==> src/hdl/ptl_pkg.sv <==
// Constants and types for the port test, loopback and frame check block
package ptl_pkg;
   localparam int          DW           = 16;
   localparam int          AW           = 4;
   // Register offsets
   localparam logic [3:0]  CTRL_OFS     = 4'h0;
   localparam logic [3:0]  LEN_OFS      = 4'h1;
   localparam logic [3:0]  GAP_OFS      = 4'h2;
   localparam logic [3:0]  ADDR_OFS     = 4'h3;
   localparam logic [3:0]  PAT_OFS      = 4'h4;
   localparam logic [3:0]  GOOD_OFS     = 4'h5;
   localparam logic [3:0]  BAD_OFS      = 4'h6;
   localparam logic [3:0]  ISTAT_OFS    = 4'h7;
   localparam logic [3:0]  IMASK_OFS    = 4'h8;
   // Control field positions
   localparam int          GEN_EN_BIT   = 15;
   localparam int          GEN_RUN_BIT  = 14;
   localparam int          CONT_BIT     = 13;
   localparam int          RXDIS_BIT    = 10;
   localparam int          NEAR_BIT     = 9;
   localparam int          FAR_BIT      = 8;
   localparam int          CONN_BIT     = 7;
   localparam int          SWAP_BIT     = 6;
   localparam int          SPD_LSB      = 0;
   localparam int          PAT_BAD_BIT  = 8;
   localparam int          RXFLAG_BIT   = 15;
   // Reset values
   localparam logic [10:0] LEN_RST      = 11'h02E;
   localparam logic [7:0]  GAP_RST      = 8'h0C;
   localparam logic [15:0] ADDR_RST     = 16'h0000;
   localparam logic [7:0]  PAT_RST      = 8'hA5;
   // Counter limits
   localparam logic [13:0] GOOD_WRAP    = 14'h2710;
   localparam logic [7:0]  BAD_MAX      = 8'hFF;
   localparam int          FRAME_LIMIT_DEF = 30000000;
   // Line speeds and byte times
   localparam logic [1:0]  SPD_10       = 2'h0;
   localparam logic [1:0]  SPD_100      = 2'h1;
   localparam int          CLK_NS       = 5;
   localparam int          BYTE_NS_1000 = 8;
   localparam int          BYTE_NS_100  = 80;
   localparam int          BYTE_NS_10   = 800;
   localparam int          CYC_1000 = (BYTE_NS_1000 + CLK_NS - 1) / CLK_NS;
   localparam int          CYC_100  = (BYTE_NS_100 + CLK_NS - 1) / CLK_NS;
   localparam int          CYC_10   = (BYTE_NS_10 + CLK_NS - 1) / CLK_NS;
   // Generated frame layout
   localparam logic [10:0] HDR_LEN      = 11'h00C;
   localparam logic [10:0] ADDR_LEN     = 11'h006;
   localparam logic [10:0] FCS_LEN      = 11'h004;
   localparam logic [7:0]  FCS_BYTE     = 8'hC7;
   // Interrupt status bits
   localparam int          IRQ_RX       = 0;
   localparam int          IRQ_BAD      = 1;
   localparam int          IRQ_DONE     = 2;
   localparam int          IRQ_W        = 3;
   typedef enum logic [2:0] {
      GEN_IDLE, GEN_HDR, GEN_PAY, GEN_FCS, GEN_GAP
   } ptl_gen_e;
endpackage

==> src/hdl/ptl_test_top.sv <==
// Frame generator, frame check counters and loopback paths of one port
//
// Our own choices: the register addresses and the strobed register port.
`timescale 1ns/1ps
// Function
// Generator enabled replaces MAC transmit data
// MAC receive stays on unless disable bit
// Run bit starts configured frame generation
// Non-continuous run stops after frame limit
// Generator paces bytes at every speed
// 14-bit good and 8-bit bad counters
// Received frame sets flag, one counter
// Counter read returns value then clears
// Good counter wraps at 10000
// Bad counter saturates at 255
// Counters work in every media mode
// Far-end loopback echoes media receive
// Far-end loopback still feeds MAC receive
// Far-end loopback discards MAC transmit
// Near-end loopback returns MAC transmit
// Near-end loopback keeps medium silent
// Connector loopback uses normal speed setup
// Software sets connector before pair swap
// Near-end wins over far-end loopback
module ptl_test_top
   import ptl_pkg::*;
#(
   parameter int FRAME_LIMIT = FRAME_LIMIT_DEF
) (
   input  wire logic          clk_sys_in,
   input  wire logic          rst_in,
   input  wire logic [AW-1:0] addr_in,
   input  wire logic [DW-1:0] wdata_in,
   input  wire logic          wr_in,
   input  wire logic          rd_in,
   output logic [DW-1:0]      rdata_out,
   output logic               irq_out,
   input  wire logic [7:0]    mac_txd_in,
   input  wire logic          mac_txen_in,
   output logic [7:0]         mac_rxd_out,
   output logic               mac_rxdv_out,
   input  wire logic [7:0]    med_rxd_in,
   input  wire logic          med_rxdv_in,
   input  wire logic          med_frame_end_in,
   input  wire logic          med_crc_ok_in,
   output logic [7:0]         med_txd_out,
   output logic               med_txen_out,
   output logic [1:0]         speed_out,
   output logic               conn_lb_out,
   output logic               swap_dis_out
);
   if (FRAME_LIMIT < 1 || FRAME_LIMIT > 33554431) begin : g_limit_chk
      $error("FRAME_LIMIT out of range");
   end

   logic [15:0] ctrl_q;
   logic        run_q;
   logic [10:0] len_q;
   logic [7:0]  gap_q;
   logic [15:0] addr_q;
   logic [8:0]  pat_q;
   logic [13:0] good_q;
   logic [7:0]  bad_q;
   logic        rxflag_q;
   logic [IRQ_W-1:0] istat_q;
   logic [IRQ_W-1:0] imask_q;
   logic [24:0] frames_q;
   logic [7:0]  pace_q;
   ptl_gen_e    st_q, st_d;
   logic [10:0] idx_q, idx_d;

   wire gen_en   = ctrl_q[GEN_EN_BIT];
   wire cont     = ctrl_q[CONT_BIT];
   wire rx_dis   = ctrl_q[RXDIS_BIT];
   wire near_lb  = ctrl_q[NEAR_BIT];
   wire far_lb   = ctrl_q[FAR_BIT];
   wire [1:0] spd = ctrl_q[SPD_LSB +: 2];

   // Bus decode
   wire wr_ctrl  = wr_in && addr_in == CTRL_OFS;
   wire wr_len   = wr_in && addr_in == LEN_OFS;
   wire wr_gap   = wr_in && addr_in == GAP_OFS;
   wire wr_addr  = wr_in && addr_in == ADDR_OFS;
   wire wr_pat   = wr_in && addr_in == PAT_OFS;
   wire wr_imask = wr_in && addr_in == IMASK_OFS;
   wire rd_good  = rd_in && addr_in == GOOD_OFS;
   wire rd_bad   = rd_in && addr_in == BAD_OFS;
   wire rd_istat = rd_in && addr_in == ISTAT_OFS;

   // Byte pacing per line speed
   wire [7:0] pace_lim = (spd == SPD_10)  ? 8'(CYC_10) :
                         (spd == SPD_100) ? 8'(CYC_100) :
                                            8'(CYC_1000);
   wire tick = pace_q >= pace_lim - 8'h01;

   // Zero length or gap is served as one byte
   wire [10:0] len_m1 = (len_q == 11'h000) ? 11'h000 : len_q - 11'h001;
   wire [10:0] gap_m1 = (gap_q == 8'h00) ? 11'h000 :
                        {3'h0, gap_q} - 11'h001;

   logic frame_done;
   always_comb begin
      st_d = st_q;
      idx_d = idx_q;
      frame_done = 1'b0;
      unique case (st_q)
         GEN_IDLE: begin
            if (gen_en && run_q) begin
               st_d = GEN_HDR;
               idx_d = 11'h000;
            end
         end
         GEN_HDR: begin
            if (tick) begin
               idx_d = (idx_q == HDR_LEN - 11'h001) ? 11'h000
                                                    : idx_q + 11'h001;
               if (idx_q == HDR_LEN - 11'h001) begin
                  st_d = GEN_PAY;
               end
            end
         end
         GEN_PAY: begin
            if (tick) begin
               idx_d = (idx_q == len_m1) ? 11'h000 : idx_q + 11'h001;
               if (idx_q == len_m1) begin
                  st_d = GEN_FCS;
               end
            end
         end
         GEN_FCS: begin
            if (tick) begin
               idx_d = (idx_q == FCS_LEN - 11'h001) ? 11'h000
                                                    : idx_q + 11'h001;
               if (idx_q == FCS_LEN - 11'h001) begin
                  st_d = GEN_GAP;
                  frame_done = 1'b1;
               end
            end
         end
         GEN_GAP: begin
            if (tick) begin
               idx_d = idx_q + 11'h001;
               if (idx_q == gap_m1) begin
                  st_d = GEN_IDLE;
               end
            end
         end
      endcase
      if (!gen_en) begin
         st_d = GEN_IDLE;
      end
   end

   // Generated byte
   wire gen_txen = st_q == GEN_HDR || st_q == GEN_PAY || st_q == GEN_FCS;
   wire [7:0] fcs_b = pat_q[PAT_BAD_BIT] ? ~FCS_BYTE : FCS_BYTE;
   wire [7:0] gen_txd = (st_q == GEN_HDR) ?
                           ((idx_q < ADDR_LEN) ? addr_q[15:8] : addr_q[7:0]) :
                        (st_q == GEN_PAY) ? pat_q[7:0] :
                        (st_q == GEN_FCS) ? fcs_b : 8'h00;

   wire auto_stop = frame_done && !cont &&
                    frames_q == 25'(FRAME_LIMIT - 1);
   wire run_start = wr_ctrl && wdata_in[GEN_RUN_BIT] && !run_q;

   // Transmit and receive path selection
   wire [7:0] tx_d = near_lb ? 8'h00 :
                     far_lb  ? med_rxd_in :
                     gen_en  ? gen_txd : mac_txd_in;
   wire       tx_en = near_lb ? 1'b0 :
                      far_lb  ? med_rxdv_in :
                      gen_en  ? gen_txen : mac_txen_in;
   wire [7:0] rx_d = near_lb ? mac_txd_in :
                     rx_dis  ? 8'h00 : med_rxd_in;
   wire       rx_en = near_lb ? mac_txen_in :
                      rx_dis  ? 1'b0 : med_rxdv_in;

   // Frame check events, any media mode
   wire good_evt = med_frame_end_in && med_crc_ok_in;
   wire bad_evt  = med_frame_end_in && !med_crc_ok_in;
   wire [13:0] good_base = rd_good ? 14'h0000 : good_q;
   wire [13:0] good_inc  = (good_base + 14'h0001 == GOOD_WRAP) ?
                           14'h0000 : good_base + 14'h0001;
   wire [7:0]  bad_base  = rd_bad ? 8'h00 : bad_q;

   wire [IRQ_W-1:0] ev;
   assign ev[IRQ_RX]   = med_frame_end_in;
   assign ev[IRQ_BAD]  = bad_evt;
   assign ev[IRQ_DONE] = auto_stop;

   wire [DW-1:0] rd_mux =
      (addr_in == CTRL_OFS)  ? {ctrl_q[15], run_q, ctrl_q[13:0]} :
      (addr_in == LEN_OFS)   ? {5'h00, len_q} :
      (addr_in == GAP_OFS)   ? {8'h00, gap_q} :
      (addr_in == ADDR_OFS)  ? addr_q :
      (addr_in == PAT_OFS)   ? {7'h00, pat_q} :
      (addr_in == GOOD_OFS)  ? {rxflag_q, 1'b0, good_q} :
      (addr_in == BAD_OFS)   ? {8'h00, bad_q} :
      (addr_in == ISTAT_OFS) ? {13'h0000, istat_q} :
      (addr_in == IMASK_OFS) ? {13'h0000, imask_q} : 16'h0000;

   always_ff @(posedge clk_sys_in or posedge rst_in) begin
      if (rst_in) begin
         ctrl_q  <= 16'h0000;
         len_q   <= LEN_RST;
         gap_q   <= GAP_RST;
         addr_q  <= ADDR_RST;
         pat_q   <= {1'b0, PAT_RST};
         imask_q <= '0;
      end else begin
         if (wr_ctrl) begin
            ctrl_q <= wdata_in;
         end
         if (wr_len) begin
            len_q <= wdata_in[10:0];
         end
         if (wr_gap) begin
            gap_q <= wdata_in[7:0];
         end
         if (wr_addr) begin
            addr_q <= wdata_in;
         end
         if (wr_pat) begin
            pat_q <= wdata_in[8:0];
         end
         if (wr_imask) begin
            imask_q <= wdata_in[IRQ_W-1:0];
         end
      end
   end

   // Auto stop overrides a same-cycle write of the run bit
   always_ff @(posedge clk_sys_in or posedge rst_in) begin
      if (rst_in) begin
         run_q    <= 1'b0;
         frames_q <= '0;
      end else begin
         if (auto_stop) begin
            run_q    <= 1'b0;
            frames_q <= '0;
         end else begin
            if (wr_ctrl) begin
               run_q <= wdata_in[GEN_RUN_BIT];
            end
            if (run_start) begin
               frames_q <= '0;
            end else if (frame_done) begin
               frames_q <= frames_q + 25'h0000001;
            end
         end
      end
   end

   always_ff @(posedge clk_sys_in or posedge rst_in) begin
      if (rst_in) begin
         st_q   <= GEN_IDLE;
         idx_q  <= '0;
         pace_q <= '0;
      end else begin
         st_q   <= st_d;
         idx_q  <= idx_d;
         pace_q <= (tick || st_q == GEN_IDLE) ? 8'h00 : pace_q + 8'h01;
      end
   end

   // Read clears first, so a frame in the read cycle still counts
   always_ff @(posedge clk_sys_in or posedge rst_in) begin
      if (rst_in) begin
         good_q   <= '0;
         bad_q    <= '0;
         rxflag_q <= 1'b0;
         istat_q  <= '0;
      end else begin
         good_q <= good_evt ? good_inc : good_base;
         bad_q  <= (bad_evt && bad_base != BAD_MAX) ?
                   bad_base + 8'h01 : bad_base;
         rxflag_q <= med_frame_end_in || (rxflag_q && !rd_good);
         istat_q  <= ev | (rd_istat ? '0 : istat_q);
      end
   end

   always_ff @(posedge clk_sys_in or posedge rst_in) begin
      if (rst_in) begin
         rdata_out    <= '0;
         med_txd_out  <= '0;
         med_txen_out <= 1'b0;
         mac_rxd_out  <= '0;
         mac_rxdv_out <= 1'b0;
         irq_out      <= 1'b0;
      end else begin
         rdata_out    <= rd_in ? rd_mux : 16'h0000;
         med_txd_out  <= tx_d;
         med_txen_out <= tx_en;
         mac_rxd_out  <= rx_d;
         mac_rxdv_out <= rx_en;
         irq_out      <= |(ev | ((rd_istat ? '0 : istat_q))) &
                         |(imask_q & (ev | (rd_istat ? '0 : istat_q)));
      end
   end

   // Connector loopback speed comes from the normal control path
   assign speed_out    = spd;
   assign conn_lb_out  = ctrl_q[CONN_BIT];
   assign swap_dis_out = ctrl_q[SWAP_BIT];

   near_silent_a: assert property (
      @(posedge clk_sys_in) disable iff (rst_in)
      near_lb |=> !med_txen_out)
      else $error("medium driven in near-end loopback");
   near_echo_a: assert property (
      @(posedge clk_sys_in) disable iff (rst_in)
      near_lb |=> mac_rxd_out == $past(mac_txd_in) &&
                  mac_rxdv_out == $past(mac_txen_in))
      else $error("near-end loopback data mismatch");
   far_echo_a: assert property (
      @(posedge clk_sys_in) disable iff (rst_in)
      far_lb && !near_lb |=> med_txd_out == $past(med_rxd_in) &&
                             med_txen_out == $past(med_rxdv_in))
      else $error("far-end loopback echo mismatch");
   far_mac_a: assert property (
      @(posedge clk_sys_in) disable iff (rst_in)
      far_lb && !near_lb && !rx_dis |=> mac_rxd_out == $past(med_rxd_in))
      else $error("far-end loopback lost receive data");
   gen_source_a: assert property (
      @(posedge clk_sys_in) disable iff (rst_in)
      gen_en && !near_lb && !far_lb |=> med_txen_out == $past(gen_txen))
      else $error("generator not the transmit source");
   rx_disable_a: assert property (
      @(posedge clk_sys_in) disable iff (rst_in)
      !near_lb && rx_dis |=> !mac_rxdv_out)
      else $error("receive not silenced");
   good_wrap_a: assert property (
      @(posedge clk_sys_in) disable iff (rst_in)
      good_q == GOOD_WRAP - 14'h0001 && good_evt && !rd_good |=> good_q == 0)
      else $error("good counter did not wrap");
   bad_sat_a: assert property (
      @(posedge clk_sys_in) disable iff (rst_in)
      bad_q == BAD_MAX && !rd_bad |=> bad_q == BAD_MAX)
      else $error("bad counter left saturation");
   read_clear_a: assert property (
      @(posedge clk_sys_in) disable iff (rst_in)
      rd_good && !med_frame_end_in |=> good_q == 0 && !rxflag_q &&
                                      rdata_out[13:0] == $past(good_q))
      else $error("good counter read did not clear");
   auto_stop_a: assert property (
      @(posedge clk_sys_in) disable iff (rst_in)
      auto_stop |=> !run_q ##1 st_q != GEN_HDR)
      else $error("generator did not stop");
   gen_data_a: assert property (
      @(posedge clk_sys_in) disable iff (rst_in)
      gen_en && !near_lb && !far_lb |=> med_txd_out == $past(gen_txd))
      else $error("generator byte not on the medium");
   gen_rx_live_a: assert property (
      @(posedge clk_sys_in) disable iff (rst_in)
      gen_en && !near_lb && !rx_dis |=> mac_rxd_out == $past(med_rxd_in) &&
                                        mac_rxdv_out == $past(med_rxdv_in))
      else $error("receive silenced by the generator");
   gen_start_a: assert property (
      @(posedge clk_sys_in) disable iff (rst_in)
      st_q == GEN_IDLE && gen_en && run_q |=> st_q == GEN_HDR)
      else $error("run bit did not start a frame");
   good_count_a: assert property (
      @(posedge clk_sys_in) disable iff (rst_in)
      good_evt && !rd_good && good_q != GOOD_WRAP - 14'h0001 |=>
         good_q == $past(good_q) + 14'h0001)
      else $error("good frame not counted");
   bad_count_a: assert property (
      @(posedge clk_sys_in) disable iff (rst_in)
      bad_evt && !rd_bad && bad_q != BAD_MAX |=>
         bad_q == $past(bad_q) + 8'h01)
      else $error("bad frame not counted");
   flag_set_a: assert property (
      @(posedge clk_sys_in) disable iff (rst_in)
      med_frame_end_in |=> rxflag_q)
      else $error("frame-received flag not set");
   good_only_a: assert property (
      @(posedge clk_sys_in) disable iff (rst_in)
      good_evt && !rd_bad |=> bad_q == $past(bad_q))
      else $error("good frame reached the bad counter");
   bad_only_a: assert property (
      @(posedge clk_sys_in) disable iff (rst_in)
      bad_evt && !rd_good |=> good_q == $past(good_q))
      else $error("bad frame reached the good counter");
   bad_clear_a: assert property (
      @(posedge clk_sys_in) disable iff (rst_in)
      rd_bad && !med_frame_end_in |=> bad_q == 8'h00 &&
                                     rdata_out[7:0] == $past(bad_q))
      else $error("bad counter read did not clear");
endmodule // ptl_test_top

==> config.mk <==
export PLATFORM = sky130hd
export DESIGN_NAME = ptl_test_top
export DESIGN_NICKNAME = d
export VERILOG_FILES = /design/src/hdl/ptl_pkg.sv /design/src/hdl/ptl_test_top.sv
export SDC_FILE = /design/constraint.sdc
export NUM_CORES = 1
export LEC_CHECK = 0
export ABC_AREA = 1
export ABC_CLOCK_PERIOD_IN_PS = 12400
export BUFFER_PORTS_ARGS = -buffer_cell sky130_fd_sc_hd__buf_2
export CORE_UTILIZATION = 55
export CTS_CLUSTER_DIAMETER = 80
export DETAILED_ROUTE_END_ITERATION = 7
export PLACE_DENSITY = 0.74
export REMOVE_ABC_BUFFERS = 1
export SLEW_MARGIN = 20
export SYNTH_ARGS = -nofsm -noshare
export SYNTH_HDL_FRONTEND = slang
export SYNTH_SLANG_ARGS = --single-unit
==> constraint.sdc <==
create_clock -name clk_sys_in -period 12.4 [get_ports clk_sys_in]
set_clock_uncertainty 0.1 [all_clocks]
set_input_delay 1.86 -clock clk_sys_in [delete_from_list [all_inputs] [get_ports clk_sys_in]]
set_output_delay 1.86 -clock clk_sys_in [all_outputs]
set_load 0.02 [all_outputs]
# After elaboration in Yosys (flattened, before gate mapping)
# Index checks and enable logic that the tools add are counted.
# word_totals
regBits	172
in_bits	44
out_inout_bits	39
word_cells	169
# classes
add_sub_neg	8
order_cmp	2
eq_ne	34
n_mux	64
n_bitwise	3
reduce_logical	37
# op_table
cell	n
$mux W8	15
$mux W16	7
$mux W11	10
$mux W25	3
$pmux W11 S5	1
$mux W14	3
$mux W3	13
$ne A3 B3 Y1 const B	9
$add A25 B1 Y25 const B	1
$eq A25 B25 Y1 const B	1
$eq A11 B11 Y1	2
$logic_and A1 B1 Y1	18
$add A8 B1 Y8 const B	2
$eq A4 B3 Y1 const B	4
$pmux W3 S5	1
$add A14 B1 Y14 const B	1
$eq A14 B14 Y1 const B	1
$add A11 B1 Y11 const B	1
$eq A11 B2 Y1 const B	1
$eq A11 B4 Y1 const B	1
$logic_not A11 Y1	1
$lt A11 B3 Y1 const B	1
$sub A11 B1 Y11 const B	1
$mux W1	10
27 further kinds	40

# Logic depth before layout (Yosys ltp)
# Gate-level depths: netlist (run 1).
# depth
word_depth	13
ltp_mapped	19
ltp_nobuf	17

# Least setup slack after synthesis (run 1)
# Ideal clock, no wire load.
# synth_path
path_type	input to register
from	in addr_in[2]
to	reg good_q[0]
setup_time_ns	0.117
t_arrival_ns	3.606
t_required_ns	12.183
slack_ns	8.577
stages	19
path_buffers	2
path_cell_list	inv_2 > nor2_4 > nand3_2 > buf_6 > buf_6 > nand2_1 > inv_1 > ha_1 > inv_1 > nor3_2 > nand3_1 > nand2_1 > nand2_1 > inv_1 > nand2_1 > nor2_2 > nand3_2 > nand2_1 > nand2_1
# synth_between
elab_chain_cells	7
# synth_lines
item	line	rtl
start, declared	ptl_test_top.sv:32	input wire logic [AW-1:0] addr_in,
$eq A4 B3 Y1 *	ptl_test_top.sv:86	wire rd_good = rd_in && addr_in == GOOD_OFS;
$logic_and A1 B1 Y1 *	ptl_test_top.sv:86	
$mux W14 *	ptl_test_top.sv:181	wire [13:0] good_base = rd_good ? 14'h0000 : good_q;
$add A14 B1 Y14	ptl_test_top.sv:182, ptl_test_top.sv:183	
$eq A14 B14 Y1	ptl_test_top.sv:182	wire [13:0] good_inc = (good_base + 14'h0001 == GOOD_WRAP) ?
$mux W14	ptl_test_top.sv:182	
$mux W14 *	ptl_test_top.sv:274	good_q <= good_evt ? good_inc : good_base;
end signal, assigned	ptl_test_top.sv:274	
end, declared	ptl_test_top.sv:62	logic [13:0] good_q;
# Every way passes the cells marked *; elsewhere a longest branch is shown, timed or not.
# A chain may end at the register's enable or synchronous reset.

# Worst setup path after layout (run 1)
# layout_path
from	in addr_in[3]
to	reg addr_q[14]
# layout_between
elab_chain_cells	2
# layout_lines
item	line	rtl
$eq A4 B2 Y1	ptl_test_top.sv:83	wire wr_addr = wr_in && addr_in == ADDR_OFS;
$logic_and A1 B1 Y1	ptl_test_top.sv:83	
end signal, assigned	ptl_test_top.sv:221	addr_q <= wdata_in;
end, declared	ptl_test_top.sv:60	logic [15:0] addr_q;
# No other way between the ends.

==> summary.txt, run 1 <==
Clock tree
  • Root Buffer: clkbuf_16
  • Post-CTS Setup Inserts: 0
  • CTS tree: yes
  • Clk sinks: 171
  • Resize count post-CTS: 0
  • Hold-fix buffers, CTS: 0
  • Clk_lat worst skew: 0.44 ns
  • H-tree depth: 4
  • Number of buffers created by CTS: 17
  • CTS max path bufs: 2
  • Clock transition at the registers of the reported paths: 0.07 ns

GRT
  • Largest net degree at the start of global routing: 94
  • GRT Overall Usage: 0.293
  • Vias in the first global route: 8438
  • Initial antenna violation count: 1
  • First-pass GRT wire length: 42.1 mm
  • Remaining Overflow, GRT: 0

Final layout
  • Synthesis-to-layout area growth: 10.8%
  • NumNets Final: 1450
  • Footprint of the multi-input gates: 4810 um2
  • Share of layout cells above drive strength 1: 0.117
  • Seq. cell area: 4290 um2
  • Final Cell Area: 11000 um2
  • Fill count: 1614

Run status
  • Status: finished clean

Logic synthesis
  • FF+latch count, synth: 171
  • Top cells by count, synth: nand2_1 (373), dfrtp_1 (161), inv_1 (147)
  • Post-Syn Area: 9890 um2
  • Seq/Total Area, Yosys: 0.434
  • Cell taking the most area after synthesis: dfrtp_1
  • EDFF count, synth: 0
  • Synth top area cells: dfrtp_1 (41%), nand2_1 (14%), o21ai_0 (7.0%)
  • Cells after Synth: 1329
  • Share of Yosys cell area claimed by the top area cell type: 0.407
  • Synth unique cells: 51
  • Ys Warns: 0
  • FFs w/ async S/R, synth: 1.00
  • Primary FF master, synth: dfrtp_1
  • Syn_area_per_cell: 7.44 um2
  • Top-count cell post-synth: nand2_1

Drt
  • WL met2: 12.0 mm
  • Antenna viol nets, final: 0
  • WL/cell: 15.9 um
  • Avg Vias per Cell: 5.58
  • Post-Route WL: 25.9 mm
  • M1 wire length: 11.8 mm
  • Met3 wire len: 1.48 mm
  • Top Layer Used: met4
  • Detailed-route via count: 9097
  • 1st-iter DRT viols: 760
  • Drt first pass iters: 5
  • Drc violations: 0

Floorplan
  • IO Pins: 83
  • Die area: 18500 um2
  • Chip height: 136 um
  • FP Rows: 48
  • Die W: 136 um
  • Core area: 17400 um2
  • Starting Density: 0.568

Place
  • GP Congestion: 0.949
  • I/O Buffers: 82
  • Hpwl dp: 19.0 mm
  • Placement Cell Area: 10400 um2
  • Setup WS pre-CTS: 7.91 ns

Critical path
  • WP data arrival: 4.41 ns
  • Critical path class: input port to register
  • Crit path max fanout: 31
  • Crit path required time: 12.63 ns
  • Worst Setup End Kind: register
  • Reg2Reg Setup Slack: 9.09 ns
  • FF-to-FF path depth: 10
  • Critical Path Source Type: input port

STA
  • F_max: 0.239 GHz
  • Final worst-path cycle share: 0.337
  • Max_slew headroom: 0.296
  • Hold Fails Final Rpt: 0
  • Slew @ Worst Pin: 1.05 ns
  • Worst hold margin: 0.385 ns
  • Final worst slack: 8.22 ns
  • RSZ-0062 raised after global routing: no
  • Fin crit period: 4.18 ns
  • Setup Viol. Count Final: 0
  • TNS Setup: 0 ns
  • Final Slew Violations: 0

Hold path
  • Hold Path Cell Cnt: 2
  • Hold Crit Class: register to register

Power and ir drop
  • Power Dens Cells: 150 nW/um2
  • Max VDD drop: 0.114 mV
  • Leakage: 5.43 nW
  • Overall Power: 1.64 mW

Job
  • Maxcap violations: 0
==> worst max-delay path, stage by stage <==
cell and delay [ns]:
buf_2 0.12, nor2_1 0.19, inv_1 0.08, nor2_1 0.80
nand2_1 0.84, mux2_2 0.51
==> cell type report <==
cell class,instances,area share
Antenna cell,1,0.000228
Multi-Input combinational cell,962,0.439
Inverter,154,0.0532
Clock buffer,17,0.0388
Clock inverter,15,0.0126
Sequential cell,171,0.392
Timing Repair Buffer,84,0.0388
Tap cell,225,0.0257
==> cells in the final DEF (no fill, tap or decap), drive strengths merged, types with 17 or more instances in the layout <==
master,count
nand2,380
buf,84
dfrtp,161
a21oi,49
xor2,38
clkbuf,17
inv,156
nand4,26
nor2,115
nand3,91
nor3,26
o21ai,146
==> where the power goes <==
group	switching [mW]	internal, mW	leakage, nW	total (mW)
Sequential	0.0846	0.646	2.21	0.730
Clock	0.248	0.263	0.259	0.512
Combinational	0.263	0.135	2.97	0.398
==> flip-flops by register name, summed over array words and instances (netlist names), 8 cells and up <==
register / flops
ctrl_q: 15
pace_q: 8
bad_q: 8
mac_rxd_out: 8
addr_q: 16
good_q: 14
len_q: 11
frames_q: 25
idx_q: 11
rdata_out: 16
med_txd_out: 8
pat_q: 9
gap_q: 8
==> metal layers <==
metal / up-vias / global-route usage
met5: - / 0
met4: 0 / 0.0994
met3: 49 / 0.0470
met2: 296 / 0.464
met1: 4282 / 0.408
li1: 4470 / -
==> cells by family after synthesis <==
kind of cell               count (synthesis)  share of synthesized area
buffers and inverters                    197                     0.0797
xor gates and xnor gates                  44                     0.0390
DFF                                      171                      0.434
and+or+nand+nor                          656                      0.288
muxes                                      2                    0.00215
adders and majority gates                 16                     0.0202
AOI/OAI and AO/OA                        242                      0.137
other                                      1                   0.000379
==> metrics by stage <==
step                instances   util
finish                   1629  0.629
global route             1629  0.629
CTS                      1628  0.629
detailed placement       1596  0.597
global placement         1596  0.597
floorplan                1287      -
==> worst paths after layout <==
kind                             from            to
hold reg to reg            ctrl_q[12]    ctrl_q[12]
setup reg to reg            ctrl_q[1]  frames_q[19]
hold / removal             ctrl_q[12]    ctrl_q[12]
min in group asynchronous      rst_in  frames_q[15]
setup / recovery           addr_in[3]    addr_q[14]
max in group asynchronous      rst_in      gap_q[0]
Power figures use the tool's default switching activity.
==> run 2, diff against run 1 <==
Settings changed: ABC_CLOCK_PERIOD_IN_PS 12400 to 3900.
Clock period 12.4 ns to 3.9 ns, I/O delays scaled along.
==> run 2 against run 1 <==
Compared with the run above: sequential power grew to 3.2 times the previous value; non-clock buffer count increased by 8; worst hold slack lost 0.22 ns; utilization rose by 0.96 points; critical path depth grew 4; global-route usage is 0.86 points higher; sequential cell count did not move; combinational power increased to 3.2 times the previous value; clock power rose to 3.8 times the previous value; via count up 1.9%; critical path type is now register to register.
==> summary.txt, run 2 (synthesis results as in run 1) <==
Run status
  • Status: finished clean

GRT
  • Remaining Overflow, GRT: 0
  • GRT Overall Usage: 0.302
  • Initial antenna violation count: 0
  • Largest net degree at the start of global routing: 79
  • Vias in the first global route: 8463
  • First-pass GRT wire length: 43.2 mm

Place
  • Placed cells: 1604
  • I/O Buffers: 82
  • Hpwl dp: 19.3 mm
  • GP Congestion: 0.947
  • Placement Cell Area: 10500 um2

STA
  • TNS Setup: 0 ns
  • Slew @ Worst Pin: 1.02 ns
  • Fin crit period: 2.95 ns
  • Final Slew Violations: 0
  • Max_slew headroom: 0.315
  • Hold Fails Final Rpt: 0
  • F_max: 0.339 GHz
  • Worst hold margin: 0.167 ns
  • Final worst-path cycle share: 0.757
  • Setup Viol. Count Final: 0
  • RSZ-0062 raised after global routing: no

Drt
  • 1st-iter DRT viols: 974
  • WL/cell: 16.0 um
  • Drt first pass iters: 5
  • Antenna viol nets, final: 0
  • Detailed-route via count: 9269
  • Avg Vias per Cell: 5.67
  • Post-Route WL: 26.2 mm
  • Drc violations: 0

Critical path
  • WP data arrival: 3.18 ns
  • Crit path required time: 4.13 ns
  • Worst Setup End Kind: register
  • Crit path max fanout: 20
  • Critical Path Source Type: register
  • Critical path class: register to register

Floorplan
  • Starting Density: 0.568
  • Die area: 18500 um2
  • Core area: 17400 um2
  • IO Pins: 83
  • FP Rows: 48
  • Die W: 136 um
  • Chip height: 136 um

Clock tree
  • Resize count post-CTS: 0
  • Number of buffers created by CTS: 17
  • Clk sinks: 171
  • Hold-fix buffers, CTS: 0
  • CTS tree: yes
  • Root Buffer: clkbuf_16
  • Clk_lat worst skew: 0.43 ns
  • CTS max path bufs: 2
  • Clock transition at the registers of the reported paths: 0.07 ns
  • Post-CTS Setup Inserts: 0
  • H-tree depth: 4

Final layout
  • Fin cells: 1636
  • Biggest regs: frames_q: 25 flops, addr_q: 16 flops, rdata_out: 16 flops
  • Max FFs per register: 25
  • Final core utilization: 0.639
  • Commonest non-fill, non-tap cell in the layout: nand2_1
  • Final Cell Area: 11100 um2
  • Synthesis-to-layout area growth: 12.5%
  • Top reg by flops: frames_q
  • Share of layout cells above drive strength 1: 0.121
  • NumNets Final: 1458
  • Commonest cells after routing, fill and taps aside: nand2_1 (373), dfrtp_1 (161), inv_1 (146), o21ai_0 (139), nor2_1 (104)
  • N_diodes: 0

Power and ir drop
  • Seq pwr share: 0.419
  • Leakage: 5.53 nW
  • Sw frac: 0.332
  • Switch Pwr: 1.84 mW
  • Internal: 3.70 mW
  • Power Dens Cells: 498 nW/um2
  • Logic pwr share: 0.231
  • Max VDD drop: 0.361 mV
  • Clock share of power: 0.350

Hold path
  • Hold Crit Class: input port to asynchronous set/reset pin

Job
  • Maxcap violations: 0
-- run 2: changes by cell type in the layout (fill, tap and decap cells not counted), sizes merged --
cell,delta
bufinv,+6
inv,-2
buf,+8
diode,-1
clkinvlp,-3
clkinv,-2
clkbuf,+1
-- run 2: power by group through the flow --
stage | logic [mW] | clock network (mW) | registers (mW)
CTS | 1.28 | 1.96 | 2.32
global route | 1.47 | 2.03 | 2.36
detailed placement | 1.27 | 0 | 2.34
global placement | 1.25 | 0 | 2.34
finish | 1.28 | 1.94 | 2.32
floorplan | 0.848 | 0 | 2.35
-- run 2: metrics by stage --
step | total power [mW] | setup slack, ns
global route | 5.85 | 0.728
finish | 5.54 | 0.948
floorplan | 3.20 | -1.40
CTS | 5.55 | 0.900
detailed placement | 3.61 | 0.727
global placement | 3.59 | 0.825
-- run 2: final cells by class --
class | count | area (um2)
Sequential cell | 171 | 4290
Inverter | 154 | 583
Fill cell | 1557 | 6290
Clock buffer | 18 | 429
Clock inverter | 14 | 243
Tap cell | 225 | 282
Multi-Input combinational cell | 962 | 4810
Timing Repair Buffer | 92 | 485
-- run 2: final timing paths --
| kind | start | endpoint | slack, ns | depth (start not counted) |
|---|---|---|---|---|
| worst min-delay path | rst_in | frames_q[16] | 0.17 | 2 |
| worst max register to register | ctrl_q[1] | frames_q[8] | 0.95 | 10 |
| max in group asynchronous | rst_in | idx_q[1] | 2.61 | 3 |
| min in group clk_sys_in | mac_txd_in[7] | mac_rxd_out[7] | 0.29 | 3 |
| worst min register to register | ctrl_q[13] | ctrl_q[13] | 0.39 | 2 |
| worst max-delay path | ctrl_q[1] | frames_q[8] | 0.95 | 10 |
-- run 2: critical path, cell delays in order, from the launching register on --
cell,delay (ns)
dfrtp_1,0.45
or2_2,0.32
ha_1,0.30
a21oi_1,0.13
o21a_1,0.13
nand2_1,0.10
inv_1,0.16
nor2_1,0.08
nand4_1,0.14
nand3_1,0.58
o21ai_0,0.36
-- run 2: per-layer routing --
| metal | GRT usage | share of wire | wire [um] |
|---|---|---|---|
| met5 | 0 | 0 | 0 |
| met4 | 0.113 | 0.024 | 623 |
| met1 | 0.428 | 0.45 | 11800 |
| met2 | 0.466 | 0.46 | 12000 |
| met3 | 0.0444 | 0.067 | 1750 |
